### src/include/ifr_pkg.sv
/*
 * Package for the interrupt flag, enable and edge register block: register
 * offsets, field positions, reset values, edge encodings and state types.
 * Assumes a 32-bit APB with word-aligned 8-bit registers in the low bits.
 */
`default_nettype none
package ifr_pkg;
	// Register byte offsets (no offsets printed; chosen here)
	localparam logic [7:0] OFF_EDGE = 8'h00;
	localparam logic [7:0] OFF_CTRL0 = 8'h04;
	localparam logic [7:0] OFF_CTRL1 = 8'h08;
	localparam logic [7:0] OFF_CTRL2 = 8'h0C;
	localparam logic [7:0] OFF_CTRL3 = 8'h10;
	localparam logic [7:0] OFF_TMR0 = 8'h14;
	localparam logic [7:0] OFF_ACK = 8'h18;
	localparam logic [7:0] OFF_STAT = 8'h1C;
	// Register reset value
	localparam logic [7:0] REG_RESET = 8'h00;
	// Flag half sits above enable half in every control register
	localparam int FLAG_LSB = 4;
	localparam int GIE_BIT = 0;
	localparam int PIN1_FIELD_LSB = 2;
	localparam int PIN2_FIELD_LSB = 4;
	localparam int PIN3_FIELD_LSB = 6;
	// Edge field encodings
	localparam logic [1:0] EDGE_OFF = 2'h0;
	localparam logic [1:0] EDGE_RISE = 2'h1;
	localparam logic [1:0] EDGE_FALL = 2'h2;
	localparam logic [1:0] EDGE_BOTH = 2'h3;
	// Variant codes
	localparam logic [1:0] VAR_SMALLEST = 2'h0;
	localparam logic [1:0] VAR_MID = 2'h1;
	localparam logic [1:0] VAR_LARGEST = 2'h2;

	typedef struct packed {
		logic psel;
		logic penable;
		logic pwrite;
		logic [7:0] paddr;
		logic [31:0] pwdata;
	} ifr_apb_req_t;

	typedef struct packed {
		logic [31:0] prdata;
		logic pready;
		logic pslverr;
	} ifr_apb_rsp_t;

	typedef enum logic [1:0] {
		ST_IDLE,
		ST_ACCESS
	} ifr_bus_st_t;
endpackage
`default_nettype wire

### src/logic/ifr_regs.sv
/*
 * Interrupt request flag, enable and pin-edge register set with APB slave.
 * Assumes the core pulses SERVICE_IN with a source index when it takes a
 * vector; event sources pulse one-cycle requests in SYS_CLK_IN's domain.
 */
// Functional notes
// - Edge field: 00 off, 01 rising, 10 falling, 11 both edges.
// - Edge register: pin 1 field bits 3:2, pin 0 field bits 1:0.
// - Two-pin edge register: bits 7:4 unimplemented, read zero.
// - Four-pin edge register: pin 3 bits 7:6, pin 2 bits 5:4.
// - Control 0 bit 0 is read/write global interrupt enable.
// - Each flag reads one while pending; software reads and writes it.
// - Per-source enable gates its source, separate from the flag.
// - Small control 0: cmp0, pin1, pin0 flags 6:4, enables 3:1, bit 7 zero.
// - Largest control 0: pin-2 pair replaces comparator-0 pair.
// - Small control 1: converter, mf1, mf0, cmp1 flags 7:4, enables 3:0.
// - Largest control 1: mf0, cmp1, cmp0, pin3 flags 7:4, enables 3:0.
// - Small control 2: mf3, tb1, tb0, mf2 flags 7:4, enables 3:0.
// - Largest control 2: converter, mf3, mf2, mf1 flags 7:4, enables 3:0.
// - Largest only control 3: mf5, tb1, tb0, mf4 flags, enables 3:0.
// - Smallest timer group: t0 A/P flags 5:4, enables 1:0, rest zero.
// - Larger timer group adds t2 A/P flags 7:6, enables 3:2.
// - Request needs own enable and global enable; flags still record.
// - Servicing any interrupt clears the global enable.
// - Servicing an external pin interrupt clears that pin's flag.
`default_nettype none
module ifr_regs
	import ifr_pkg::*;
#(
	parameter logic [1:0] VARIANT = 2'h2
) (
	input wire logic SYS_CLK_IN,
	input wire logic RESET_IN,
	input wire ifr_pkg::ifr_apb_req_t APB_REQ_IN,
	output logic [31:0] APB_PRDATA_OUT,
	output logic APB_PREADY_OUT,
	output logic APB_PSLVERR_OUT,
	input wire logic [3:0] EXT_IRQ_PIN_IN,
	input wire logic [23:0] SRC_EVENT_IN,
	input wire logic SERVICE_IN,
	input wire logic [4:0] SERVICE_IDX_IN,
	output logic IRQ_REQ_OUT,
	output logic [4:0] IRQ_IDX_OUT
);
	import ifr_pkg::*;

	// Internal flat source list, index = logical source
	// 0..3 pins, 4 cmp0, 5 cmp1, 6 conv, 7..12 mf0..mf5, 13 tb0, 14 tb1,
	// 15 t0P, 16 t0A, 17 t2P, 18 t2A
	localparam int NSRC = 19;
	// Smaller parts: pins 2..3 and mf4..mf5 absent; t2 pair kept for the mid part
	localparam logic [18:0] IMPL_SMALL = 19'h7FFFF & ~19'h0180C;
	localparam logic [18:0] IMPL_BIG = 19'h7FFFF;

	typedef struct packed {
		logic [3:0] sync1;
		logic [3:0] sync2;
		logic [3:0] sync3;
		logic [7:0] edge_cfg;
		logic gie;
		logic [NSRC-1:0] flag;
		logic [NSRC-1:0] en;
		ifr_bus_st_t bus;
		logic [31:0] rdata;
		logic ready;
		logic err;
		logic irq;
		logic [4:0] idx;
	} ifr_state_t;

	ifr_state_t st, next_st;

	////////////////////////////////////////////////////////////////////////
	// Bit map functions: register byte from flat vectors and back

	function automatic logic [NSRC-1:0] impl_mask(input logic [1:0] v);
		logic [NSRC-1:0] m;
		m = (v == VAR_LARGEST) ? IMPL_BIG : IMPL_SMALL;
		if (v == VAR_SMALLEST) begin
			m[17] = 1'b0;
			m[18] = 1'b0;
		end
		return m;
	endfunction

	// Source indices of the four flag/enable slots, bit 7..4 order
	function automatic logic [19:0] slot_map(input logic [7:0] off,
		input logic [1:0] v);
		logic big;
		big = (v == VAR_LARGEST);
		slot_map = {5'd31, 5'd31, 5'd31, 5'd31};
		unique case (off)
			OFF_CTRL0: slot_map = {5'd31, big ? 5'd2 : 5'd4, 5'd1, 5'd0};
			OFF_CTRL1: slot_map = big ? {5'd7, 5'd5, 5'd4, 5'd3} :
				{5'd6, 5'd8, 5'd7, 5'd5};
			OFF_CTRL2: slot_map = big ? {5'd6, 5'd10, 5'd9, 5'd8} :
				{5'd10, 5'd14, 5'd13, 5'd9};
			OFF_CTRL3: slot_map = big ? {5'd12, 5'd14, 5'd13, 5'd11} :
				{5'd31, 5'd31, 5'd31, 5'd31};
			OFF_TMR0: slot_map = {5'd18, 5'd17, 5'd16, 5'd15};
			default: slot_map = {5'd31, 5'd31, 5'd31, 5'd31};
		endcase
	endfunction

	function automatic logic edge_hit(input logic [1:0] sel, input logic prev,
		input logic cur);
		unique case (sel)
			EDGE_OFF: edge_hit = 1'b0;
			EDGE_RISE: edge_hit = !prev && cur;
			EDGE_FALL: edge_hit = prev && !cur;
			EDGE_BOTH: edge_hit = prev != cur;
		endcase
	endfunction

	////////////////////////////////////////////////////////////////////////
	// Next-state logic

	logic [NSRC-1:0] impl;
	logic [NSRC-1:0] set_ev;
	logic [19:0] smap;
	logic [7:0] rbyte;
	logic [4:0] s;
	logic wr_acc;
	logic rd_acc;
	logic known;
	logic [NSRC-1:0] pend;

	always_comb begin
		impl = impl_mask(VARIANT);
		next_st = st;
		set_ev = '0;
		rbyte = REG_RESET;
		s = 5'd0;
		pend = '0;
		smap = slot_map(APB_REQ_IN.paddr, VARIANT);
		known = (APB_REQ_IN.paddr == OFF_EDGE) || (APB_REQ_IN.paddr == OFF_CTRL0) ||
			(APB_REQ_IN.paddr == OFF_CTRL1) || (APB_REQ_IN.paddr == OFF_CTRL2) ||
			(APB_REQ_IN.paddr == OFF_TMR0) || (APB_REQ_IN.paddr == OFF_STAT) ||
			(APB_REQ_IN.paddr == OFF_ACK) ||
			(APB_REQ_IN.paddr == OFF_CTRL3 && VARIANT == VAR_LARGEST);
		wr_acc = APB_REQ_IN.psel && APB_REQ_IN.penable && APB_REQ_IN.pwrite &&
			st.bus == ST_ACCESS && known;
		rd_acc = APB_REQ_IN.psel && !APB_REQ_IN.pwrite && known;

		next_st.sync1 = EXT_IRQ_PIN_IN;
		next_st.sync2 = st.sync1;
		next_st.sync3 = st.sync2;

		for (int p = 0; p < 4; p++) begin
			set_ev[p] = edge_hit(st.edge_cfg[2*p +: 2], st.sync3[p], st.sync2[p]);
		end
		set_ev[NSRC-1:4] = SRC_EVENT_IN[NSRC-5:0];
		set_ev = set_ev & impl;

		// Bus handshake: one wait state, answer in the second access cycle
		next_st.ready = 1'b0;
		next_st.err = 1'b0;
		unique case (st.bus)
			ST_IDLE: begin
				if (APB_REQ_IN.psel && APB_REQ_IN.penable) begin
					next_st.bus = ST_ACCESS;
					next_st.ready = 1'b1;
					next_st.err = !known;
				end
			end
			ST_ACCESS: next_st.bus = ST_IDLE;
		endcase

		// Software writes
		if (wr_acc) begin
			unique case (APB_REQ_IN.paddr)
				OFF_EDGE: next_st.edge_cfg = (VARIANT == VAR_LARGEST) ?
					APB_REQ_IN.pwdata[7:0] : {4'h0, APB_REQ_IN.pwdata[3:0]};
				OFF_STAT, OFF_ACK: ;
				default: begin
					if (APB_REQ_IN.paddr == OFF_CTRL0) begin
						next_st.gie = APB_REQ_IN.pwdata[GIE_BIT];
					end
					for (int k = 0; k < 4; k++) begin
						s = smap[5*k +: 5];
						if (s < 5'(NSRC) && impl[s]) begin
							next_st.flag[s] = APB_REQ_IN.pwdata[FLAG_LSB + k];
							// Control 0 enables sit one bit up, above the global enable
							next_st.en[s] =
								APB_REQ_IN.pwdata[k + int'(APB_REQ_IN.paddr == OFF_CTRL0)];
						end
					end
				end
			endcase
		end

		// pend needs own enable; request also needs global enable
		pend = st.flag & st.en & impl;
		next_st.irq = st.gie && (pend != '0) && !SERVICE_IN;
		next_st.idx = 5'd0;
		for (int i = NSRC - 1; i >= 0; i--) begin
			if (pend[i]) begin
				next_st.idx = 5'(i);
			end
		end

		if (SERVICE_IN) begin
			next_st.gie = 1'b0;
			if (SERVICE_IDX_IN < 5'd4) begin
				next_st.flag[SERVICE_IDX_IN] = 1'b0;
			end
		end

		// hardware set wins over software and service clears; reset still clears
		next_st.flag = next_st.flag | set_ev;

		// Read data assembly
		if (APB_REQ_IN.paddr == OFF_EDGE) begin
			rbyte = st.edge_cfg;
		end else if (APB_REQ_IN.paddr == OFF_STAT) begin
			rbyte = {2'h0, st.irq, st.idx};
		end else begin
			for (int k = 0; k < 4; k++) begin
				s = smap[5*k +: 5];
				if (s < 5'(NSRC) && impl[s]) begin
					rbyte[FLAG_LSB + k] = st.flag[s];
					rbyte[k + int'(APB_REQ_IN.paddr == OFF_CTRL0)] = st.en[s];
				end
			end
			if (APB_REQ_IN.paddr == OFF_CTRL0) begin
				rbyte[GIE_BIT] = st.gie;
			end
		end
		next_st.rdata = (rd_acc && st.bus == ST_IDLE) ? {24'h0, rbyte} : 32'h0;

		if (RESET_IN) begin
			next_st = '0;
			next_st.bus = ST_IDLE;
		end
	end

	always_ff @(posedge SYS_CLK_IN) begin
		st <= next_st;
	end

	assign APB_PRDATA_OUT = st.rdata;
	assign APB_PREADY_OUT = st.ready;
	assign APB_PSLVERR_OUT = st.err;
	assign IRQ_REQ_OUT = st.irq;
	assign IRQ_IDX_OUT = st.idx;
endmodule
`default_nettype wire

### config.mk
export PLATFORM = sky130hd
export DESIGN_NAME = ifr_regs
export DESIGN_NICKNAME = d
export VERILOG_FILES = /design/src/include/ifr_pkg.sv /design/src/logic/ifr_regs.sv
export SDC_FILE = /design/constraint.sdc
export NUM_CORES = 1
export LEC_CHECK = 0
export ABC_CLOCK_PERIOD_IN_PS = 4100
export BUFFER_PORTS_ARGS = -buffer_cell sky130_fd_sc_hd__buf_2
export CAP_MARGIN = 10
export CORE_ASPECT_RATIO = 1.25
export CORE_MARGIN = 8
export CORE_UTILIZATION = 59
export CTS_BUF_LIST = sky130_fd_sc_hd__clkbuf_4 sky130_fd_sc_hd__clkbuf_8
export CTS_CLUSTER_DIAMETER = 40
export DETAILED_ROUTE_END_ITERATION = 12
export PLACE_DENSITY = 0.89
export SLEW_MARGIN = 20
export SYNTH_ARGS = -nofsm -noshare
export SYNTH_HDL_FRONTEND = slang
export SYNTH_SLANG_ARGS = --single-unit
### constraint.sdc
create_clock -name SYS_CLK_IN -period 4.1 [get_ports SYS_CLK_IN]
set_clock_uncertainty 0.15 [all_clocks]
set_input_delay 0.615 -clock SYS_CLK_IN [delete_from_list [all_inputs] [get_ports SYS_CLK_IN]]
set_output_delay 0.615 -clock SYS_CLK_IN [all_outputs]
set_load 0.03 [all_outputs]
==> metrics.txt, run 1 <==
# TYPE chip_impl_metric gauge
chip_impl_info{name="unrepaired_setup_endpoints_after_global_routing",value="false"} 1
chip_impl_metric{name="max-cap-violations",unit=""} 0
chip_impl_metric{name="synthToLayoutAreaGrowth",unit="%"} 8.61
chip_impl_info{name="run_status",value="completed"} 1
chip_impl_metric{name="routed_via_count",unit=""} 3915
chip_impl_metric{name="nets",unit=""} 628
chip_impl_metric{name="gp_congestion",unit=""} 1.00
chip_impl_metric{name="r2r.worst_path.cells",unit=""} 6
chip_impl_metric{name="synth-edff-count",unit=""} 0
chip_impl_metric{name="die_height",unit="um"} 111
chip_impl_metric{name="setup-violations-final",unit=""} 0
chip_impl_metric{name="wl_per_cell",unit="um"} 19.4
chip_impl_info{name="worstSetupStartpointType",value="primary input"} 1
chip_impl_metric{name="setup_total_negative_slack",unit="ns"} 0
chip_impl_metric{name="grt_max_degree",unit=""} 65
chip_impl_metric{name="postSynthCellCount",unit=""} 505
chip_impl_metric{name="final_layout_size_suffix_gt1_share",unit="%"} 20.1
chip_impl_info{name="most-common-layout-cells",value="sky130_fd_sc_hd__dfxtp_1 (76), sky130_fd_sc_hd__buf_2 (61), sky130_fd_sc_hd__nor2_1 (46), sky130_fd_sc_hd__nand2_1 (39), sky130_fd_sc_hd__a21oi_1 (32)"} 1
chip_impl_info{name="hold_class",value="flop to flop"} 1
chip_impl_metric{name="post-route-drc-count",unit=""} 0
chip_impl_metric{name="max_slew.worst_pin.slew",unit="ns"} 0.823
chip_impl_metric{name="die-width",unit="um"} 92.2
chip_impl_info{name="r2r-start",value="st[40]$_SDFFE_PP0P_"} 1
chip_impl_metric{name="dp_worst_setup_slack",unit="ns"} 1.38
chip_impl_metric{name="proportion_of_synthesized_chip_area_in_sequential_cells",unit="%"} 35.5
chip_impl_metric{name="grt_overflow",unit=""} 0
chip_impl_metric{name="pwr_density_cell",unit="mW/mm2"} 354
chip_impl_metric{name="timing.critical_path.required",unit="ns"} 4.17
chip_impl_metric{name="ir_worst_vdd",unit="mV"} 0.288
chip_impl_metric{name="grt_pass1_vias",unit=""} 3867
chip_impl_metric{name="finalWorstSetupSlack",unit="ns"} 1.67
chip_impl_info{name="crit_path_end_kind",value="flop"} 1
chip_impl_metric{name="grtUsageTotal",unit="%"} 23.4
chip_impl_metric{name="start_util",unit="%"} 61.1
chip_impl_metric{name="cts.htree.levels",unit=""} 3
chip_impl_metric{name="period_utilization",unit="%"} 59.4
chip_impl_metric{name="clkSinkCount",unit=""} 76
chip_impl_metric{name="clock_latency",unit="ns"} 0.35
chip_impl_metric{name="routed_wl",unit="um"} 12300
chip_impl_metric{name="postSynthRegisterBits",unit=""} 76
chip_impl_metric{name="drt-initial-drc-count",unit=""} 355
chip_impl_metric{name="clock_tree.buffer_depth",unit=""} 2
chip_impl_metric{name="final_max_slew_viol_count",unit=""} 0
chip_impl_metric{name="worstHoldPathCells",unit=""} 1
chip_impl_metric{name="grt_pass1_wl",unit="um"} 19200
chip_impl_metric{name="p_leak",unit="nW"} 1.90
chip_impl_info{name="cts_tree",value="done"} 1
chip_impl_metric{name="antenna_violating_nets_post_route",unit=""} 0
chip_impl_metric{name="yosys.cell_types.count",unit=""} 64
chip_impl_metric{name="grt_antenna_before_repair",unit=""} 0
chip_impl_metric{name="cp_data_arrival_time",unit="ns"} 2.50
chip_impl_metric{name="worst_setup_hold_path_clk_slew",unit="ns"} 0.08
chip_impl_metric{name="vias_per_instance",unit=""} 6.16
chip_impl_metric{name="slew-limit-headroom",unit="%"} 45.1
chip_impl_metric{name="hold_viol_final",unit=""} 0
chip_impl_metric{name="antennaDiodeCount",unit=""} 0
chip_impl_metric{name="timing.fmax",unit="GHz"} 0.411
chip_impl_metric{name="floorplan.die_area",unit="mm2"} 0.0103
chip_impl_metric{name="post_cts.repair.setup_buffers",unit=""} 0
chip_impl_metric{name="num-fill-cells",unit=""} 575
chip_impl_metric{name="critical_path_peak_fanout",unit=""} 30
chip_impl_metric{name="cts-buffers-inserted",unit=""} 9
chip_impl_info{name="layout_commonest_cell",value="sky130_fd_sc_hd__dfxtp_1"} 1
chip_impl_metric{name="reg2reg_slack",unit="ns"} 1.95
chip_impl_metric{name="core",unit="mm2"} 0.00702
chip_impl_info{name="clockRootBuffer",value="sky130_fd_sc_hd__clkbuf_8"} 1
chip_impl_metric{name="dpl.hpwl",unit="um"} 9170
chip_impl_metric{name="post_cts_resized",unit=""} 0
chip_impl_info{name="min_delay_worst_endpoint",value="st[94]$_SDFF_PP0_"} 1
chip_impl_metric{name="ctsHoldBuffers",unit=""} 0
chip_impl_metric{name="io_buffers",unit=""} 61
chip_impl_info{name="critPathKind",value="primary input to flop"} 1
chip_impl_metric{name="async_flop_share",unit="%"} 0
chip_impl_metric{name="row_count",unit=""} 34
chip_impl_info{name="timing.hold.worst.start",value="st[98]$_SDFF_PP0_"} 1
chip_impl_metric{name="io-pin-count",unit=""} 119
chip_impl_metric{name="min_period",unit="ns"} 2.43
chip_impl_info{name="worst_r2r_endpoint",value="st[64]$_SDFF_PP0_"} 1
chip_impl_info{name="synth_flop_cell",value="sky130_fd_sc_hd__dfxtp_1"} 1
chip_impl_metric{name="syn_area",unit="mm2"} 0.00429
chip_impl_metric{name="yosys_warnings",unit=""} 0
chip_impl_metric{name="synth.avg_cell_area",unit="um2"} 8.49
chip_impl_metric{name="first_pass_iters",unit=""} 6
metal layers:
layer	part of all wire, %	up-vias	routed length (um)	track usage, %
li1	-	1828	-	-
met1	39	1830	4800	27.1
met2	50	222	6120	40.0
met3	8.0	35	985	4.34
met4	3.4	0	416	11.3
met5	0	-	0	0
metrics by stage:
step	power (W)	hold slack (ns)	instances	util (%)	area, um2
2_1_floorplan	0.000918	0.264	528	-	4370
6_report	0.00165	0.298	636	66.3	4660
4_1_cts	0.00165	0.305	636	66.3	4660
5_1_grt	0.00170	0.316	636	66.3	4660
3_3_place_gp	0.000950	0.267	620	62.8	4410
3_5_place_dp	0.000955	0.278	620	62.8	4410
Yosys cell counts, types with 6 or more instances:
| cell type | count | area (um2) |
|---|---|---|
| sky130_fd_sc_hd__inv_1 | 27 | 101 |
| sky130_fd_sc_hd__nor2_1 | 46 | 173 |
| sky130_fd_sc_hd__mux2_2 | 8 | 90.1 |
| sky130_fd_sc_hd__ha_1 | 8 | 100 |
| sky130_fd_sc_hd__buf_2 | 11 | 55.1 |
| sky130_fd_sc_hd__a21oi_1 | 32 | 160 |
| sky130_fd_sc_hd__nand2_1 | 39 | 146 |
| sky130_fd_sc_hd__nand3_1 | 10 | 50.1 |
| sky130_fd_sc_hd__a211oi_1 | 19 | 143 |
| sky130_fd_sc_hd__o21ai_0 | 12 | 60.1 |
| sky130_fd_sc_hd__clkbuf_1 | 8 | 30.0 |
| sky130_fd_sc_hd__a22oi_1 | 9 | 67.6 |
| sky130_fd_sc_hd__nand4_1 | 6 | 37.5 |
| sky130_fd_sc_hd__nor2b_1 | 18 | 113 |
| sky130_fd_sc_hd__nor3_1 | 17 | 85.1 |
| sky130_fd_sc_hd__a31oi_1 | 7 | 43.8 |
| sky130_fd_sc_hd__buf_4 | 42 | 315 |
| sky130_fd_sc_hd__o211ai_1 | 6 | 45.0 |
| sky130_fd_sc_hd__mux2i_1 | 29 | 290 |
| sky130_fd_sc_hd__dfxtp_1 | 76 | 1520 |
logic make-up after synthesis:
group           after synthesis  share of synthesized area [%]
other cells                   1                         0.0875
compound gates              118                           18.8
buf+inv                      89                           11.8
flops                        76                           35.5
mux                          37                           8.87
fa+ha+maj                     8                           2.34
simple gates                176                           22.7
critical path, cell delays in order:
cell	delay (ns)
sky130_fd_sc_hd__buf_2	0.42
sky130_fd_sc_hd__nor3b_1	0.37
sky130_fd_sc_hd__and4_1	0.27
sky130_fd_sc_hd__buf_4	0.22
sky130_fd_sc_hd__mux2_2	0.37
sky130_fd_sc_hd__a21oi_1	0.18
sky130_fd_sc_hd__nor2_1	0.05
how the worst max path moves through the flow:
stage / from / to / slack (ns) / cells after the start
floorplan: APB_REQ_IN[36] / st[64]$_SDFF_PP0_ / 1.97 / 7
global placement: APB_REQ_IN[36] / APB_PRDATA_OUT[4]$_SDFF_PP0_ / 1.37 / 6
detailed placement: APB_REQ_IN[36] / APB_PRDATA_OUT[4]$_SDFF_PP0_ / 1.38 / 6
CTS: APB_REQ_IN[35] / st[64]$_SDFF_PP0_ / 1.70 / 7
global route: APB_REQ_IN[35] / st[64]$_SDFF_PP0_ / 1.55 / 7
finish: APB_REQ_IN[35] / st[64]$_SDFF_PP0_ / 1.67 / 7
area by class of cell:
class | instances | area [um2] | share of cell area [%]
Clock buffer | 9 | 124 | 2.66
Tap cell | 90 | 113 | 2.42
Timing Repair Buffer | 64 | 328 | 7.04
Multi-Input combinational cell | 363 | 2350 | 50.4
Clock inverter | 7 | 123 | 2.63
Sequential cell | 76 | 1520 | 32.7
Inverter | 27 | 101 | 2.18
flip-flops by register name, summed over array words and instances, names as in the netlist:
signal	count
st	60
APB_PREADY_OUT	1
IRQ_IDX_OUT	5
APB_PRDATA_OUT	8
APB_PSLVERR_OUT	1
IRQ_REQ_OUT	1
report_power, final:
| group | total (W) | switching (W) | internal (W) |
|---|---|---|---|
| clock network | 0.000708 | 0.000298 | 0.000410 |
| registers | 0.000774 | 0.0000201 | 0.000754 |
| logic | 0.000168 | 0.000116 | 0.0000521 |
Power figures use the tool's default switching activity.
==> run 2: changes to the inputs <==
- ABC_CLOCK_PERIOD_IN_PS: 4100 -> 2200
- CORE_UTILIZATION: 59 -> 49
- PLACE_DENSITY: 0.89 -> 0.79
- clock period: 4.1 -> 2.2 ns (I/O delays scaled with it)
==> metrics.txt, run 2 (synthesis gave the netlist of run 1 again) <==
# TYPE chip_impl_metric gauge
chip_impl_info{name="run_status",value="completed"} 1
chip_impl_metric{name="die_height",unit="um"} 121
chip_impl_metric{name="grt_pass1_vias",unit=""} 3746
chip_impl_metric{name="worstPathBufferInverterCount",unit=""} 0
chip_impl_info{name="crit_family",value="simple AND/OR/NAND/NOR gates"} 1
chip_impl_metric{name="hold-worst-slack",unit="ns"} 0.0200
chip_impl_metric{name="start_util",unit="%"} 49.8
chip_impl_metric{name="grt_pass1_wl",unit="um"} 19400
chip_impl_metric{name="largest_register_ffs",unit=""} 60
chip_impl_metric{name="worst_setup_hold_path_clk_slew",unit="ns"} 0.08
chip_impl_metric{name="wl_per_cell",unit="um"} 18.1
chip_impl_info{name="hold_class",value="primary input to flop"} 1
chip_impl_metric{name="period_utilization",unit="%"} 89.0
chip_impl_metric{name="grt_overflow",unit=""} 0
chip_impl_metric{name="routed_via_count",unit=""} 3943
chip_impl_metric{name="clkSinkCount",unit=""} 76
chip_impl_metric{name="vias_per_instance",unit=""} 5.65
chip_impl_metric{name="grt_antenna_before_repair",unit=""} 0
chip_impl_metric{name="dpl.hpwl",unit="um"} 9920
chip_impl_metric{name="setup-violations-final",unit=""} 0
chip_impl_info{name="unrepaired_setup_endpoints_after_global_routing",value="false"} 1
chip_impl_metric{name="hold_viol_final",unit=""} 0
chip_impl_metric{name="worstHoldPathCells",unit=""} 2
chip_impl_metric{name="cts.htree.levels",unit=""} 3
chip_impl_info{name="timing.critical_path.slowest_stage_cell",value="sky130_fd_sc_hd__dfxtp_1"} 1
chip_impl_metric{name="max_slew.worst_pin.slew",unit="ns"} 0.759
chip_impl_metric{name="timing.critical_path.required",unit="ns"} 2.29
chip_impl_info{name="timing.hold.worst.start",value="EXT_IRQ_PIN_IN[3]"} 1
chip_impl_metric{name="row_count",unit=""} 38
chip_impl_metric{name="first_pass_iters",unit=""} 6
chip_impl_metric{name="io_buffers",unit=""} 61
chip_impl_metric{name="clock_latency",unit="ns"} 0.37
chip_impl_info{name="clockRootBuffer",value="sky130_fd_sc_hd__clkbuf_8"} 1
chip_impl_info{name="worstSetupStartpointType",value="flop"} 1
chip_impl_info{name="layout_commonest_cell",value="sky130_fd_sc_hd__dfxtp_1"} 1
chip_impl_metric{name="cts-buffers-inserted",unit=""} 9
chip_impl_metric{name="r2r.worst_path.cells",unit=""} 5
chip_impl_metric{name="routed_wl",unit="um"} 12700
chip_impl_metric{name="clock_tree.buffer_depth",unit=""} 2
chip_impl_metric{name="antenna_violating_nets_post_route",unit=""} 0
chip_impl_metric{name="core",unit="mm2"} 0.00861
chip_impl_metric{name="p_leak",unit="nW"} 2.05
chip_impl_metric{name="synthToLayoutAreaGrowth",unit="%"} 14.8
chip_impl_metric{name="post-route-drc-count",unit=""} 0
chip_impl_metric{name="ctsHoldBuffers",unit=""} 1
chip_impl_info{name="most-common-layout-cells",value="sky130_fd_sc_hd__dfxtp_1 (76), sky130_fd_sc_hd__buf_2 (61), sky130_fd_sc_hd__nor2_1 (46), sky130_fd_sc_hd__nand2_1 (39)"} 1
chip_impl_metric{name="crit_path_max_incr_delay",unit="ns"} 0.39
chip_impl_metric{name="drt-initial-drc-count",unit=""} 375
chip_impl_info{name="max_flop_register",value="st"} 1
chip_impl_metric{name="pwr_density_cell",unit="mW/mm2"} 591
chip_impl_metric{name="post_cts.repair.setup_buffers",unit=""} 0
chip_impl_info{name="crit_path_end_kind",value="flop"} 1
chip_impl_metric{name="post_cts_resized",unit=""} 0
chip_impl_metric{name="timing.fmax",unit="GHz"} 0.511
chip_impl_metric{name="reg2reg_slack",unit="ns"} 0.24
chip_impl_metric{name="slew-limit-headroom",unit="%"} 49.4
chip_impl_metric{name="floorplan.die_area",unit="mm2"} 0.0120
chip_impl_metric{name="final_layout_size_suffix_gt1_share",unit="%"} 24.4
chip_impl_metric{name="ir_worst_vdd",unit="mV"} 0.480
chip_impl_metric{name="nets",unit=""} 660
chip_impl_metric{name="max-cap-violations",unit=""} 0
chip_impl_info{name="r2r-start",value="st[40]$_SDFFE_PP0P_"} 1
chip_impl_info{name="worst_r2r_endpoint",value="st[61]$_SDFF_PP0_"} 1
chip_impl_info{name="cts_tree",value="done"} 1
chip_impl_info{name="critPathKind",value="flop to flop"} 1
chip_impl_metric{name="io-pin-count",unit=""} 119
chip_impl_metric{name="setup_total_negative_slack",unit="ns"} 0
chip_impl_metric{name="min_period",unit="ns"} 1.96
chip_impl_metric{name="gp_congestion",unit=""} 0.940
chip_impl_info{name="crit_chain",value="and4_1 -> nand4_1 -> mux2_2 -> a21oi_1 -> nor2_1"} 1
chip_impl_metric{name="die-width",unit="um"} 99.7
chip_impl_metric{name="antennaDiodeCount",unit=""} 0
chip_impl_metric{name="critical_path_peak_fanout",unit=""} 5
chip_impl_metric{name="overall_power_of_the_completed_layout",unit="W"} 0.00291
chip_impl_metric{name="grtUsageTotal",unit="%"} 20.9
chip_impl_metric{name="grt_max_degree",unit=""} 41
chip_impl_info{name="min_delay_worst_endpoint",value="st[100]$_SDFF_PP0_"} 1
chip_impl_metric{name="final_max_slew_viol_count",unit=""} 0
chip_impl_metric{name="cp_data_arrival_time",unit="ns"} 2.05
-- run 2: cell types whose count changed in the layout (fill, tap and decap cells not counted) --
cell and change:
sky130_fd_sc_hd__buf_4 +29, sky130_fd_sc_hd__buf_12 +2, sky130_fd_sc_hd__bufinv_16 -2, sky130_fd_sc_hd__clkinv_4 +2, sky130_fd_sc_hd__clkbuf_8 +1, sky130_fd_sc_hd__clkinvlp_4 -1, sky130_fd_sc_hd__dlygate4sd3_1 +1, sky130_fd_sc_hd__inv_6 +1
sky130_fd_sc_hd__inv_8 -1
-- run 2: through the flow --
stage / utilization (%) / area (um2) / worst slack (ns) / std cells
6_report: 57.2 / 4920 / 0.243 / 698
5_1_grt: 57.2 / 4920 / 0.0922 / 698
4_1_cts: 57.2 / 4920 / 0.251 / 698
3_5_place_dp: 54.7 / 4700 / 0.0601 / 681
3_3_place_gp: 54.7 / 4700 / 0.0796 / 681
2_1_floorplan: - / 4370 / 0.356 / 528
-- run 2: worst max path at each step --
| stage | endpoint | depth (start not counted) | startpoint | slack [ns] |
|---|---|---|---|---|
| 2_1_floorplan | st[64]$_SDFF_PP0_ | 7 | APB_REQ_IN[36] | 0.36 |
| 4_1_cts | st[76]$_SDFF_PP0_ | 5 | st[40]$_SDFFE_PP0P_ | 0.25 |
| 3_5_place_dp | st[62]$_SDFF_PP0_ | 6 | APB_REQ_IN[34] | 0.06 |
| 6_report | st[61]$_SDFF_PP0_ | 5 | st[40]$_SDFFE_PP0P_ | 0.24 |
| 3_3_place_gp | st[62]$_SDFF_PP0_ | 6 | APB_REQ_IN[34] | 0.08 |
| 5_1_grt | st[76]$_SDFF_PP0_ | 5 | st[40]$_SDFFE_PP0P_ | 0.09 |
-- run 2: routing by layer --
layer | share of wire [%] | global-route usage, % | vias up
li1 | - | - | 1898
met1 | 39 | 23.4 | 1824
met2 | 50 | 34.5 | 184
met3 | 7.2 | 5.35 | 37
met4 | 4.2 | 13.7 | 0
met5 | 0 | 0 | -
-- run 2: layout make-up --
type,instances,area (um2)
clock inverter,6,70.1
multi-input combinational,363,2350
sequential,76,1520
timing repair buffer,96,596
clock buffer,10,138
tap,120,150
fill,784,3680
inverter,27,101
-- run 2: report_power, final --
group	leakage [nW]	internal, W	switching [W]	total (W)
Sequential	0.619	0.00141	0.0000374	0.00144
Clock	0.107	0.000564	0.000548	0.00111
Combinational	1.33	0.000128	0.000226	0.000355
-- run 2: worst reg2reg max path: cells and delay by family (launching register included) --
kind,cells,cell delay [ns]
AND/OR/NAND/NOR,3,0.77
flip-flops,1,0.39
multiplexers,1,0.37
AO/OA/AOI/OAI,1,0.15
